## src/include/uete_consts.vh

```
// Constants for the USB endpoint transaction engine: offsets, fields, codes.
`ifndef UETE_CONSTS_VH
`define UETE_CONSTS_VH
// ==========================================================================
// Register offsets
`define UETE_A_CTRL      4'h0
`define UETE_A_STATUS    4'h1
`define UETE_A_NAKTOG    4'h2
`define UETE_A_CNT_LO    4'h3
`define UETE_A_CNT_HI    4'h4
`define UETE_A_FIFO      4'h5
`define UETE_A_EP_IE     4'h6
`define UETE_A_GLOBAL    4'h7
`define UETE_A_GLOB_IE   4'h8
`define UETE_A_FRAME_LO  4'h9
`define UETE_A_FRAME_HI  4'ha
`define UETE_A_FIFO_RST  4'hb
// ==========================================================================
// Control register fields
`define UETE_C_ENABLE    0
`define UETE_C_ISO       1
`define UETE_C_PINGPONG  2
`define UETE_C_CONTROL   3
// ==========================================================================
// Endpoint status fields, also the endpoint interrupt enable layout
`define UETE_S_RX0       0
`define UETE_S_TXDONE    1
`define UETE_S_SETUP     2
`define UETE_S_STALL_REQUEST   3
`define UETE_S_TX_PACKET_READY     4
`define UETE_S_STALL_OR_CRC_FLAG    5
`define UETE_S_RX1       6
`define UETE_S_DIR       7
`define UETE_E_NAK_IN_FLAG     3
`define UETE_E_NAK_OUT_FLAG    4
// NAK and toggle register fields
`define UETE_N_NAK_IN_FLAG     0
`define UETE_N_NAK_OUT_FLAG    1
`define UETE_N_TOGGLE    2
// Global event register fields, also its enable layout
`define UETE_G_SOF       0
`define UETE_G_EOR       1
`define UETE_G_FRAME_CRC_GOOD     2
`define UETE_G_CRCBAD    3
// ==========================================================================
// Token packet identifiers and handshake codes
`define UETE_PID_OUT     4'h1
`define UETE_PID_IN      4'h9
`define UETE_PID_SOF     4'h5
`define UETE_PID_SETUP   4'hd
`define UETE_HS_ACK      2'h0
`define UETE_HS_NAK      2'h1
`define UETE_HS_STALL    2'h2
// Reset values
`define UETE_RST_BYTE    8'h00
`endif

```

## src/rtl/uete_endpoint.v

```verilog
// Endpoint transaction engine of a full-speed USB device, one endpoint, two banks.
`timescale 1ns/1ps
`include "uete_consts.vh"
module uete_endpoint #(
  parameter AW = 6                          // Bank address width, 64 bytes.
) (
  input  wire        i_clk_sys,             // System clock, 200 MHz.
  input  wire        i_reset,               // Synchronous reset, active high.
  input  wire [3:0]  i_addr,                // Register address.
  input  wire [7:0]  i_wdata,               // Register write data.
  input  wire        i_wr,                  // Register write strobe.
  input  wire        i_rd,                  // Register read strobe.
  output reg  [7:0]  o_rdata,               // Read data, cycle after strobe.
  input  wire        i_tok_valid,           // Token received for this endpoint.
  input  wire [3:0]  i_tok_pid,             // Token packet identifier.
  input  wire        i_rx_valid,            // Received data byte strobe.
  input  wire [7:0]  i_rx_byte,             // Received data byte.
  input  wire        i_rx_end,              // End of data packet.
  input  wire        i_rx_crc_ok,           // Data packet CRC good.
  input  wire        i_rx_data1,            // Data packet was DATA1.
  input  wire        i_sof,                 // Start of frame packet seen.
  input  wire [10:0] i_frame_num,           // Frame number of that packet.
  input  wire        i_sof_crc_ok,          // Frame packet CRC good.
  input  wire        i_bus_reset_end,       // End of bus reset seen.
  input  wire        i_host_ack,            // Host acknowledged an IN packet.
  output reg         o_hs_valid,            // Handshake request pulse.
  output reg  [1:0]  o_hs_code,             // Handshake kind.
  output reg         o_tx_valid,            // Transmit byte valid.
  output reg  [7:0]  o_tx_byte,             // Transmit byte.
  output reg         o_tx_last,             // Last byte of the packet.
  output reg         o_tx_empty,            // Packet has no data bytes.
  output reg         o_tx_data1,            // Packet goes out as DATA1.
  input  wire        i_tx_ready,            // Transmitter takes the byte.
  output wire        o_usb_irq              // Interrupt request, active high.
);
  localparam DEPTH = 1 << AW;
  localparam CW    = 11;
  localparam ST_IDLE = 4'b0001;
  localparam ST_RX   = 4'b0010;
  localparam ST_TX   = 4'b0100;
  localparam ST_ACK  = 4'b1000;

  // ========================================================================
  // State
  reg  [7:0]    rx_mem [0:2*DEPTH-1];
  reg  [7:0]    tx_mem [0:2*DEPTH-1];
  reg  [3:0]    state;
  reg  [3:0]    ctrl;
  reg  [1:0]    rx_full;
  reg           rx_bank;                    // Bank the next packet lands in.
  reg           rd_bank;                    // Bank firmware reads.
  reg  [CW-1:0] rx_cnt;
  reg  [CW-1:0] rx_count;
  reg  [AW-1:0] rd_ptr;
  reg           is_setup;
  reg  [1:0]    tx_rdy;
  reg  [CW-1:0] tx_len [0:1];
  reg           wr_bank;                    // Bank firmware fills.
  reg           tx_bank;                    // Bank the next IN sends.
  reg  [CW-1:0] wr_cnt;
  reg  [CW-1:0] tx_ptr;
  reg           tx_done;
  reg           setup_flag;
  reg           stall_rq;
  reg           stall_crc;
  reg           dir;
  reg           nak_in;
  reg           nak_out;
  reg           toggle;
  reg           tx_tog;
  reg  [6:0]    ep_ie;
  reg  [3:0]    glob;
  reg  [1:0]    glob_ie;
  reg  [10:0]   frame;
  wire          clr_all = i_reset | i_bus_reset_end;
  wire          wr_st   = i_wr && (i_addr == `UETE_A_STATUS);
  wire          wr_nak  = i_wr && (i_addr == `UETE_A_NAKTOG);
  wire          wr_gl   = i_wr && (i_addr == `UETE_A_GLOBAL);
  wire          fifo_rst = i_wr && (i_addr == `UETE_A_FIFO_RST);
  wire          iso     = ctrl[`UETE_C_ISO];
  wire          pp      = ctrl[`UETE_C_PINGPONG];
  wire          ep_on   = ctrl[`UETE_C_ENABLE];
  wire          bank_free = ~rx_full[rx_bank];
  wire          rx_done = (state == ST_RX) && i_rx_end;
  wire          rx_take = rx_done && bank_free && (iso || i_rx_crc_ok);
  wire          tx_fire = (state == ST_TX) && o_tx_valid && i_tx_ready && o_tx_last;
  wire          in_tok  = (state == ST_IDLE) && i_tok_valid && ep_on &&
                          (i_tok_pid == `UETE_PID_IN);
  wire          in_send = in_tok && !stall_rq && tx_rdy[tx_bank];
  wire          in_done = (tx_fire && iso) || ((state == ST_ACK) && i_host_ack);
  wire          pop     = i_rd && (i_addr == `UETE_A_FIFO);
  wire          push    = i_wr && (i_addr == `UETE_A_FIFO);
  wire          rdy_set = wr_st && i_wdata[`UETE_S_TX_PACKET_READY] && !tx_rdy[wr_bank];
  wire          clr_rx0 = wr_st && !i_wdata[`UETE_S_RX0] && rx_full[0];
  wire          clr_rx1 = wr_st && !i_wdata[`UETE_S_RX1] && rx_full[1];
  wire          rx_set0 = rx_take && !is_setup && (rx_bank == 1'b0);
  wire          rx_set1 = rx_take && !is_setup && (rx_bank == 1'b1);
  wire          setup_ok = rx_take && is_setup;
  wire          hs_stall = (rx_done && stall_rq && !is_setup && !iso) ||
                           (in_tok && stall_rq);
  wire          nak_o   = rx_done && !iso && !stall_rq && !bank_free && !is_setup;
  wire          nak_i   = in_tok && !iso && !stall_rq && !tx_rdy[tx_bank];

  // ========================================================================
  // Sequencer for tokens, received data and transmitted data
  always @(posedge i_clk_sys) begin
    if (clr_all || fifo_rst) begin
      state      <= ST_IDLE;
      rx_cnt     <= {CW{1'b0}};
      tx_ptr     <= {CW{1'b0}};
      is_setup   <= 1'b0;
      o_hs_valid <= 1'b0;
      o_hs_code  <= `UETE_HS_ACK;
      o_tx_valid <= 1'b0;
      o_tx_byte  <= `UETE_RST_BYTE;
      o_tx_last  <= 1'b0;
      o_tx_empty <= 1'b0;
      o_tx_data1 <= 1'b0;
    end else begin
      o_hs_valid <= 1'b0;
      case (state)
        ST_IDLE: begin
          if (i_tok_valid && ep_on &&
              (i_tok_pid == `UETE_PID_OUT || i_tok_pid == `UETE_PID_SETUP)) begin
            state    <= ST_RX;
            rx_cnt   <= {CW{1'b0}};
            is_setup <= (i_tok_pid == `UETE_PID_SETUP) && ctrl[`UETE_C_CONTROL];
          end else if (in_send) begin
            state      <= ST_TX;
            tx_ptr     <= {CW{1'b0}};
            o_tx_valid <= 1'b1;
            o_tx_byte  <= tx_mem[{tx_bank, {AW{1'b0}}}];
            o_tx_empty <= (tx_len[tx_bank] == {CW{1'b0}});
            o_tx_last  <= (tx_len[tx_bank] <= {{(CW-1){1'b0}}, 1'b1});
            o_tx_data1 <= iso ? 1'b0 : tx_tog;
          end else if (in_tok && !iso) begin
            o_hs_valid <= 1'b1;
            o_hs_code  <= stall_rq ? `UETE_HS_STALL : `UETE_HS_NAK;
          end
        end
        ST_RX: begin
          // Each byte is judged against the flag as it arrives, so a clear
          // in mid-packet keeps only the bytes that follow it.
          if (i_rx_valid && bank_free) begin
            rx_cnt <= rx_cnt + {{(CW-1){1'b0}}, 1'b1};
          end
          if (rx_done) begin
            state <= ST_IDLE;
            if (!iso && (i_rx_crc_ok || stall_rq)) begin
              // A SETUP into a full bank on a control endpoint stays silent.
              o_hs_valid <= hs_stall | nak_o | rx_take;
              o_hs_code  <= hs_stall ? `UETE_HS_STALL :
                            (nak_o ? `UETE_HS_NAK : `UETE_HS_ACK);
            end
          end
        end
        ST_TX: begin
          if (o_tx_valid && i_tx_ready) begin
            if (o_tx_last) begin
              o_tx_valid <= 1'b0;
              state      <= iso ? ST_IDLE : ST_ACK;
            end else begin
              tx_ptr    <= tx_ptr + {{(CW-1){1'b0}}, 1'b1};
              o_tx_byte <= tx_mem[{tx_bank, tx_ptr[AW-1:0] + {{(AW-1){1'b0}}, 1'b1}}];
              o_tx_last <= (tx_ptr + {{(CW-2){1'b0}}, 2'b10} >= tx_len[tx_bank]);
            end
          end
        end
        ST_ACK: begin
          // A new token means the host gave up on this packet.
          if (i_host_ack || i_tok_valid) begin
            state <= ST_IDLE;
          end
        end
        default: state <= ST_IDLE;
      endcase
    end
  end

  // ========================================================================
  // Receive and transmit storage; excess received bytes beyond one bank are counted, not stored
  always @(posedge i_clk_sys) begin
    if ((state == ST_RX) && i_rx_valid && bank_free && (rx_cnt < DEPTH)) begin
      rx_mem[{rx_bank, rx_cnt[AW-1:0]}] <= i_rx_byte;
    end
    if (push && (wr_cnt < DEPTH)) begin
      tx_mem[{wr_bank, wr_cnt[AW-1:0]}] <= i_wdata;
    end
  end

  // ========================================================================
  // Endpoint status, banks and counters
  always @(posedge i_clk_sys) begin
    if (clr_all || fifo_rst) begin
      rx_full    <= 2'b00;
      rx_bank    <= 1'b0;
      rd_bank    <= 1'b0;
      rd_ptr     <= {AW{1'b0}};
      rx_count   <= {CW{1'b0}};
      tx_rdy     <= 2'b00;
      wr_bank    <= 1'b0;
      tx_bank    <= 1'b0;
      wr_cnt     <= {CW{1'b0}};
      tx_len[0]  <= {CW{1'b0}};
      tx_len[1]  <= {CW{1'b0}};
      tx_done    <= 1'b0;
      setup_flag <= 1'b0;
      stall_crc  <= 1'b0;
      toggle     <= 1'b0;
      tx_tog     <= 1'b0;
      if (clr_all) begin
        stall_rq <= 1'b0;
        dir      <= 1'b0;
        nak_in   <= 1'b0;
        nak_out  <= 1'b0;
        ctrl     <= 4'h0;
        ep_ie    <= 7'h00;
      end
    end else if (setup_ok) begin
      // SETUP wipes the other status bits and restarts toggling.
      setup_flag <= 1'b1;
      rx_full    <= 2'b00;
      tx_rdy     <= 2'b00;
      tx_done    <= 1'b0;
      stall_crc  <= 1'b0;
      stall_rq   <= 1'b0;
      dir        <= 1'b0;
      rx_count   <= rx_cnt;
      rd_bank    <= 1'b0;
      rd_ptr     <= {AW{1'b0}};
      toggle     <= ~i_rx_data1;
      tx_tog     <= 1'b1;
    end else begin
      // Hardware sets win over a firmware clear in the same cycle.
      rx_full[0] <= rx_set0 | (rx_full[0] & ~clr_rx0);
      rx_full[1] <= rx_set1 | (rx_full[1] & ~clr_rx1);
      if (rx_take && !is_setup) begin
        rx_count <= rx_cnt;
        toggle   <= ~i_rx_data1;
        if (pp) begin
          rx_bank <= ~rx_bank;
        end
      end
      if (pp && ((rd_bank == 1'b0 && clr_rx0) || (rd_bank == 1'b1 && clr_rx1))) begin
        rd_bank <= ~rd_bank;
        rd_ptr  <= {AW{1'b0}};
      end else if ((clr_rx0 || clr_rx1) || (wr_st && !i_wdata[`UETE_S_SETUP])) begin
        rd_ptr  <= {AW{1'b0}};
      end else if (pop) begin
        rd_ptr  <= rd_ptr + {{(AW-1){1'b0}}, 1'b1};
      end
      if (rx_done && iso && bank_free) begin
        stall_crc <= ~i_rx_crc_ok;
      end else if (hs_stall) begin
        stall_crc <= 1'b1;
      end else if (wr_st && !i_wdata[`UETE_S_STALL_OR_CRC_FLAG]) begin
        stall_crc <= 1'b0;
      end
      if (wr_st && !i_wdata[`UETE_S_SETUP]) begin
        setup_flag <= 1'b0;
      end
      if (wr_st) begin
        stall_rq <= i_wdata[`UETE_S_STALL_REQUEST];
        dir      <= i_wdata[`UETE_S_DIR];
      end
      // Transmit side: ready set locks the bank length and moves firmware on.
      if (rdy_set) begin
        tx_rdy[wr_bank] <= 1'b1;
        tx_len[wr_bank] <= wr_cnt;
        wr_cnt          <= {CW{1'b0}};
        if (pp) begin
          wr_bank <= ~wr_bank;
        end
      end else if (wr_st && !i_wdata[`UETE_S_TX_PACKET_READY] && (state != ST_TX)) begin
        tx_rdy <= 2'b00;
        wr_cnt <= {CW{1'b0}};
        wr_bank <= tx_bank;
      end else if (push && (wr_cnt < DEPTH)) begin
        wr_cnt <= wr_cnt + {{(CW-1){1'b0}}, 1'b1};
      end
      if (in_done) begin
        tx_rdy[tx_bank] <= 1'b0;
        tx_tog          <= ~tx_tog;
        if (pp) begin
          tx_bank <= ~tx_bank;
        end
      end
      tx_done <= in_done | (tx_done & ~(wr_st && !i_wdata[`UETE_S_TXDONE]));
      nak_in  <= nak_i | (nak_in & ~(wr_nak && !i_wdata[`UETE_N_NAK_IN_FLAG]));
      nak_out <= nak_o | (nak_out & ~(wr_nak && !i_wdata[`UETE_N_NAK_OUT_FLAG]));
      if (i_wr && (i_addr == `UETE_A_CTRL)) begin
        ctrl <= i_wdata[3:0];
      end
      if (i_wr && (i_addr == `UETE_A_EP_IE)) begin
        ep_ie <= i_wdata[6:0];
      end
    end
  end

  // ========================================================================
  // Frame tracking and global events
  always @(posedge i_clk_sys) begin
    if (i_reset) begin
      glob    <= 4'h0;
      glob_ie <= 2'b00;
      frame   <= 11'h000;
    end else begin
      if (i_bus_reset_end) begin
        glob[`UETE_G_EOR] <= 1'b1;
      end else if (wr_gl && !i_wdata[`UETE_G_EOR]) begin
        glob[`UETE_G_EOR] <= 1'b0;
      end
      if (i_bus_reset_end) begin
        glob[`UETE_G_SOF]    <= 1'b0;
        glob[`UETE_G_FRAME_CRC_GOOD]  <= 1'b0;
        glob[`UETE_G_CRCBAD] <= 1'b0;
        frame                <= 11'h000;
      end else if (i_sof) begin
        glob[`UETE_G_SOF]    <= 1'b1;
        glob[`UETE_G_FRAME_CRC_GOOD]  <= i_sof_crc_ok;
        glob[`UETE_G_CRCBAD] <= ~i_sof_crc_ok;
        frame                <= i_frame_num;
      end else if (wr_gl && !i_wdata[`UETE_G_SOF]) begin
        glob[`UETE_G_SOF] <= 1'b0;
      end
      if (i_wr && (i_addr == `UETE_A_GLOB_IE)) begin
        glob_ie <= i_wdata[1:0];
      end
    end
  end

  // ========================================================================
  // Interrupt request: level, held while any enabled flag is pending
  wire [6:0] ep_ev = {rx_full[1], stall_crc, nak_out, nak_in, setup_flag, tx_done, rx_full[0]};
  assign o_usb_irq = |(ep_ev & ep_ie) |
                     |(glob[1:0] & glob_ie);

  // ========================================================================
  // Register read port
  always @(posedge i_clk_sys) begin
    if (i_reset) begin
      o_rdata <= `UETE_RST_BYTE;
    end else if (i_rd) begin
      case (i_addr)
        `UETE_A_CTRL:     o_rdata <= {4'h0, ctrl};
        `UETE_A_STATUS:   o_rdata <= {dir, rx_full[1], stall_crc, tx_rdy[wr_bank],
                                      stall_rq, setup_flag, tx_done, rx_full[0]};
        `UETE_A_NAKTOG:   o_rdata <= {5'h00, toggle, nak_out, nak_in};
        `UETE_A_CNT_LO:   o_rdata <= rx_count[7:0];
        `UETE_A_CNT_HI:   o_rdata <= {5'h00, rx_count[CW-1:8]};
        `UETE_A_FIFO:     o_rdata <= rx_mem[{rd_bank, rd_ptr}];
        `UETE_A_EP_IE:    o_rdata <= {1'b0, ep_ie};
        `UETE_A_GLOBAL:   o_rdata <= {4'h0, glob};
        `UETE_A_GLOB_IE:  o_rdata <= {6'h00, glob_ie};
        `UETE_A_FRAME_LO: o_rdata <= frame[7:0];
        `UETE_A_FRAME_HI: o_rdata <= {5'h00, frame[10:8]};
        default:          o_rdata <= 8'h00;
      endcase
    end else begin
      o_rdata <= 8'h00;
    end
  end

endmodule // uete_endpoint

```

## config.mk

```make
export PLATFORM = sky130hd
export DESIGN_NAME = uete_endpoint
export DESIGN_NICKNAME = d
export VERILOG_FILES = /design/src/rtl/uete_endpoint.v
export VERILOG_INCLUDE_DIRS = /design/src /design/src/include
export SDC_FILE = /design/constraint.sdc
export NUM_CORES = 2
export LEC_CHECK = 0
export ABC_AREA = 0
export BUFFER_PORTS_ARGS = -buffer_cell sky130_fd_sc_hd__clkbuf_2
export CELL_PAD_IN_SITES_DETAIL_PLACEMENT = 1
export CELL_PAD_IN_SITES_GLOBAL_PLACEMENT = 2
export CORE_UTILIZATION = 51
export CTS_CLUSTER_DIAMETER = 80
export DETAILED_ROUTE_END_ITERATION = 16
export GPL_ROUTABILITY_DRIVEN = 0
export GPL_TIMING_DRIVEN = 0
export HOLD_SLACK_MARGIN = 0.05
export PLACE_DENSITY = 0.83
export SETUP_SLACK_MARGIN = 0.4
export SKIP_LAST_GASP = 1
export SYNTH_ARGS = -nofsm -noshare
export SYNTH_HDL_FRONTEND = slang
export SYNTH_SLANG_ARGS = --single-unit
```

## constraint.sdc

```tcl
create_clock -name i_clk_sys -period 9.25 [get_ports i_clk_sys]
set_input_delay 0.925 -clock i_clk_sys [delete_from_list [all_inputs] [get_ports i_clk_sys]]
set_output_delay 0.925 -clock i_clk_sys [all_outputs]
set_load 0.02 [all_outputs]
```

==> impl_metrics.prom <==
# TYPE chip_impl_metric gauge
chip_impl_info{name="path_delay_family",value="buffers and inverters"} 1
chip_impl_metric{name="final_core_utilization",unit="%"} 57.6
chip_impl_metric{name="core_area",unit="mm2"} 0.167
chip_impl_metric{name="initial_core_util",unit="%"} 51.4
chip_impl_metric{name="finClkSkew",unit="ns"} 0.0552
chip_impl_metric{name="number_of_vias_per_cell",unit=""} 6.62
chip_impl_metric{name="setup_viol",unit=""} 0
chip_impl_info{name="crit_type",value="register to register"} 1
chip_impl_metric{name="drc_errors",unit=""} 0
chip_impl_metric{name="fin_tns_setup",unit="ns"} 0
chip_impl_metric{name="critPathBufInv",unit=""} 4
chip_impl_metric{name="finalHoldViolations",unit=""} 0
chip_impl_metric{name="synth_edf_count",unit=""} 2085
chip_impl_metric{name="core.rowCount",unit=""} 150
chip_impl_info{name="cp-end-kind",value="register"} 1
chip_impl_metric{name="hold-worst-slack",unit="ns"} 0.306
chip_impl_metric{name="setup_ws",unit="ns"} 3.51
chip_impl_metric{name="antenna_found_initial",unit=""} 7
chip_impl_metric{name="pre_cts_ws",unit="ns"} 3.67
chip_impl_info{name="crit_top_cell",value="sky130_fd_sc_hd__clkbuf_1"} 1
chip_impl_metric{name="cp_data_required_time",unit="ns"} 9.96
chip_impl_metric{name="fin_crit_sh",unit="%"} 62.1
chip_impl_metric{name="postSynthCellCount",unit=""} 4249
chip_impl_metric{name="synth_cell_types",unit=""} 70
chip_impl_info{name="start_kind",value="register"} 1
chip_impl_metric{name="postCtsSetupBuffers",unit=""} 0
chip_impl_metric{name="clk_path_buf_depth",unit=""} 3
chip_impl_info{name="timing.critical_path.cells",value="ha_1 > buf_2 > clkbuf_1 > clkbuf_1 > clkbuf_2 > mux4_2 > nand2_1 > nand3_1 > o211ai_1 > nand4_1 > a21oi_1 > nor3_1"} 1
chip_impl_info{name="layout.cells.most_common",value="sky130_fd_sc_hd__edfxtp_1"} 1
chip_impl_info{name="violations_in_the_final_reports",value="max-capacitance violations, max-slew violations"} 1
chip_impl_metric{name="worstPathMaxFanout",unit=""} 11
chip_impl_metric{name="die_width",unit="um"} 413
chip_impl_metric{name="report.final.slew_viol_count",unit=""} 33
chip_impl_info{name="outcome",value="finished with violations"} 1
chip_impl_metric{name="ir_worst_vdd",unit="uV"} 215
chip_impl_info{name="synthFlopType",value="sky130_fd_sc_hd__edfxtp_1"} 1
chip_impl_metric{name="mappedNetlistArea",unit="mm2"} 0.0861
chip_impl_metric{name="fp.dieH",unit="um"} 413
chip_impl_metric{name="grt_max_degree",unit=""} 135
chip_impl_info{name="tritoncts_clock_tree",value="done"} 1
chip_impl_metric{name="port_buffers",unit=""} 70
chip_impl_metric{name="timing.max_cap.violations",unit=""} 3
chip_impl_metric{name="vias_in_the_first_global_route",unit=""} 47000
chip_impl_info{name="rsz0062_at_grt",value="false"} 1
chip_impl_metric{name="hpwlAfterDp",unit="mm"} 169
chip_impl_metric{name="ctsHoldBuffers",unit=""} 0
chip_impl_metric{name="postSynthRegisterBits",unit=""} 2194
chip_impl_info{name="commonest_cells_after_routing_fill_and_taps_aside",value="sky130_fd_sc_hd__edfxtp_1 (2,085), sky130_fd_sc_hd__mux4_2 (606), sky130_fd_sc_hd__nor2_1 (374)"} 1
chip_impl_metric{name="cpPeakStageDelay",unit="ns"} 1.04
chip_impl_metric{name="first_iter_violations",unit=""} 6168
chip_impl_metric{name="num_vias",unit=""} 46000
chip_impl_info{name="worst_hold_path_type",value="input pin to register"} 1
chip_impl_metric{name="cts_repair_resize_count",unit=""} 0
chip_impl_metric{name="post-layout-total-power",unit="W"} 0.0196
chip_impl_metric{name="cts.sink_count",unit=""} 2194
chip_impl_metric{name="grt_overflow",unit=""} 0
chip_impl_metric{name="antenna_violating_nets_post_route",unit=""} 0
chip_impl_metric{name="routed_wire_length_per_instance",unit="um"} 36.6
chip_impl_metric{name="synthArstFlopShare",unit="%"} 0
chip_impl_metric{name="drt_first_pass_iters",unit=""} 6
chip_impl_metric{name="synth_nets",unit=""} 4314
chip_impl_metric{name="period_minus_slack",unit="ns"} 5.74
chip_impl_metric{name="slew_headroom",unit="%"} -6.64
chip_impl_info{name="slowest_stage",value="sky130_fd_sc_hd__clkbuf_1"} 1
chip_impl_metric{name="p_leak",unit="nW"} 29.2
chip_impl_metric{name="sequential_fraction_of_the_synthesis_area",unit="%"} 75.3
chip_impl_metric{name="worst-slew-pin-transition",unit="ns"} 1.60
chip_impl_metric{name="drt-total-wl",unit="mm"} 254
chip_impl_metric{name="achievable-frequency",unit="GHz"} 0.174
chip_impl_metric{name="clkSlewWorstSetupHoldPaths",unit="ns"} 0.06
chip_impl_metric{name="worstPathArrival",unit="ns"} 6.45
chip_impl_metric{name="cts_made_buffers",unit=""} 213
chip_impl_metric{name="cts-htree-levels",unit=""} 4
chip_impl_metric{name="drive_above_1_share",unit="%"} 22.7
chip_impl_metric{name="die-area",unit="mm2"} 0.170
chip_impl_metric{name="io-pin-count",unit=""} 73
chip_impl_metric{name="final_nets",unit=""} 4623
chip_impl_metric{name="grt_first_pass_wirelength",unit="mm"} 354
chip_impl_metric{name="insertion_delay_to_the_later_sink_of_the_worst_skew_pair",unit="ns"} 0.86
chip_impl_metric{name="power.density_cell_area",unit="mW/mm2"} 203
chip_impl_metric{name="global_route.usage.total",unit="%"} 30.0
chip_impl_metric{name="syn2layout_area_growth",unit="%"} 12.1
chip_impl_metric{name="postSynthAreaPerCell",unit="um2"} 20.3
chip_impl_info{name="cts_root_buf",value="sky130_fd_sc_hd__clkbuf_16"} 1
chip_impl_metric{name="count_of_warnings_emitted_by_yosys",unit=""} 0
## sequential cells by signal, indices dropped and copies added (netlist names), 2 cells and up, named ones only
register   cells
rx_mem      1024
tx_mem      1024
tx_len        22
frame         11
rx_cnt        11
rx_count      11
tx_ptr        11
wr_cnt        11
o_rdata        8
o_tx_byte      8
ep_ie          7
rd_ptr         6
ctrl           4
glob           4
state          4
glob_ie        2
o_hs_code      2
rx_full        2
tx_rdy         2
## synthesized netlist by cell type (13+ instances only)
cell type	count	area share [%]
sky130_fd_sc_hd__edfxtp_1	2085	73
sky130_fd_sc_hd__mux4_2	606	16
sky130_fd_sc_hd__nor2_1	374	1.6
sky130_fd_sc_hd__nand2_1	211	0.92
sky130_fd_sc_hd__clkbuf_1	143	0.62
sky130_fd_sc_hd__dfxtp_1	109	2.5
sky130_fd_sc_hd__nand3_1	82	0.48
sky130_fd_sc_hd__mux2i_1	65	0.76
sky130_fd_sc_hd__a21oi_1	64	0.37
sky130_fd_sc_hd__buf_1	51	0.22
sky130_fd_sc_hd__buf_2	38	0.22
sky130_fd_sc_hd__and2_1	33	0.24
sky130_fd_sc_hd__o21ai_0	33	0.19
sky130_fd_sc_hd__xor2_1	26	0.26
sky130_fd_sc_hd__a31oi_1	24	0.17
sky130_fd_sc_hd__a221oi_1	19	0.19
sky130_fd_sc_hd__a22o_1	18	0.18
sky130_fd_sc_hd__nand4_1	18	0.13
sky130_fd_sc_hd__nor2b_1	17	0.12
sky130_fd_sc_hd__nor3_1	17	0.099
sky130_fd_sc_hd__a22oi_1	16	0.14
sky130_fd_sc_hd__ha_1	16	0.23
sky130_fd_sc_hd__xnor2_1	15	0.15
sky130_fd_sc_hd__and3_1	13	0.095
sky130_fd_sc_hd__nand2b_1	13	0.095
## metal layers
metal  wire (um)  GRT usage, %
met5         215         0.311
met1       95700          39.8
met3       23900          6.48
met4       11300          12.5
met2      123000          48.3
## report_power, final
group	switching, W	total [W]	internal (W)	leakage [nW]
combinational	0.000221	0.000278	0.0000567	6.21
clock	0.00380	0.00847	0.00467	3.27
sequential	0.00000980	0.0109	0.0109	19.7
total	0.00403	0.0196	0.0156	29.2
## per-stage QoR
stage / std cells / area, um2
finish: 6950 / 96500
global route: 6945 / 96500
CTS: 6942 / 96400
detailed placement: 6545 / 89700
global placement: 6523 / 89200
floorplan: 4249 / 86100
## tightest hold or removal path: cells and delay by family
kind	cells	cell delay, ns
buffers and inverters	2	0.15
AO/OA/AOI/OAI	1	0.05
## layout make-up
type	instances	area (um2)
clock inverters	139	1190
well taps	2204	2760
multi-input cells	1808	20300
repair buffers	94	917
fillers	14300	70900
clock buffers	258	5520
inverters	9	33.8
flip-flops and latches	2194	64800
plain buffers	238	982
diodes	6	15.0
## kinds of logic after synthesis
logic type | synth area share [%]
DFF | 75.3
and+or+nand+nor | 4.32
muxes | 16.7
buffers and inverters | 1.16
AOI/OAI and AO/OA | 1.91
xor gates and xnor gates | 0.417
adders and majority gates | 0.233
## path summary, 6_finish.rpt
kind                                 startpoint  slack, ns            to  cells past startpoint
worst max-delay path                  tx_ptr[1]       3.51  o_tx_byte[3]                     12
worst min-delay path            i_bus_reset_end       0.31       glob[1]                      3
worst max register to register        tx_ptr[1]       3.51  o_tx_byte[3]                     12
worst min register to register       o_tx_empty       0.46    o_tx_empty                      2
Power figures use the tool's default switching activity.
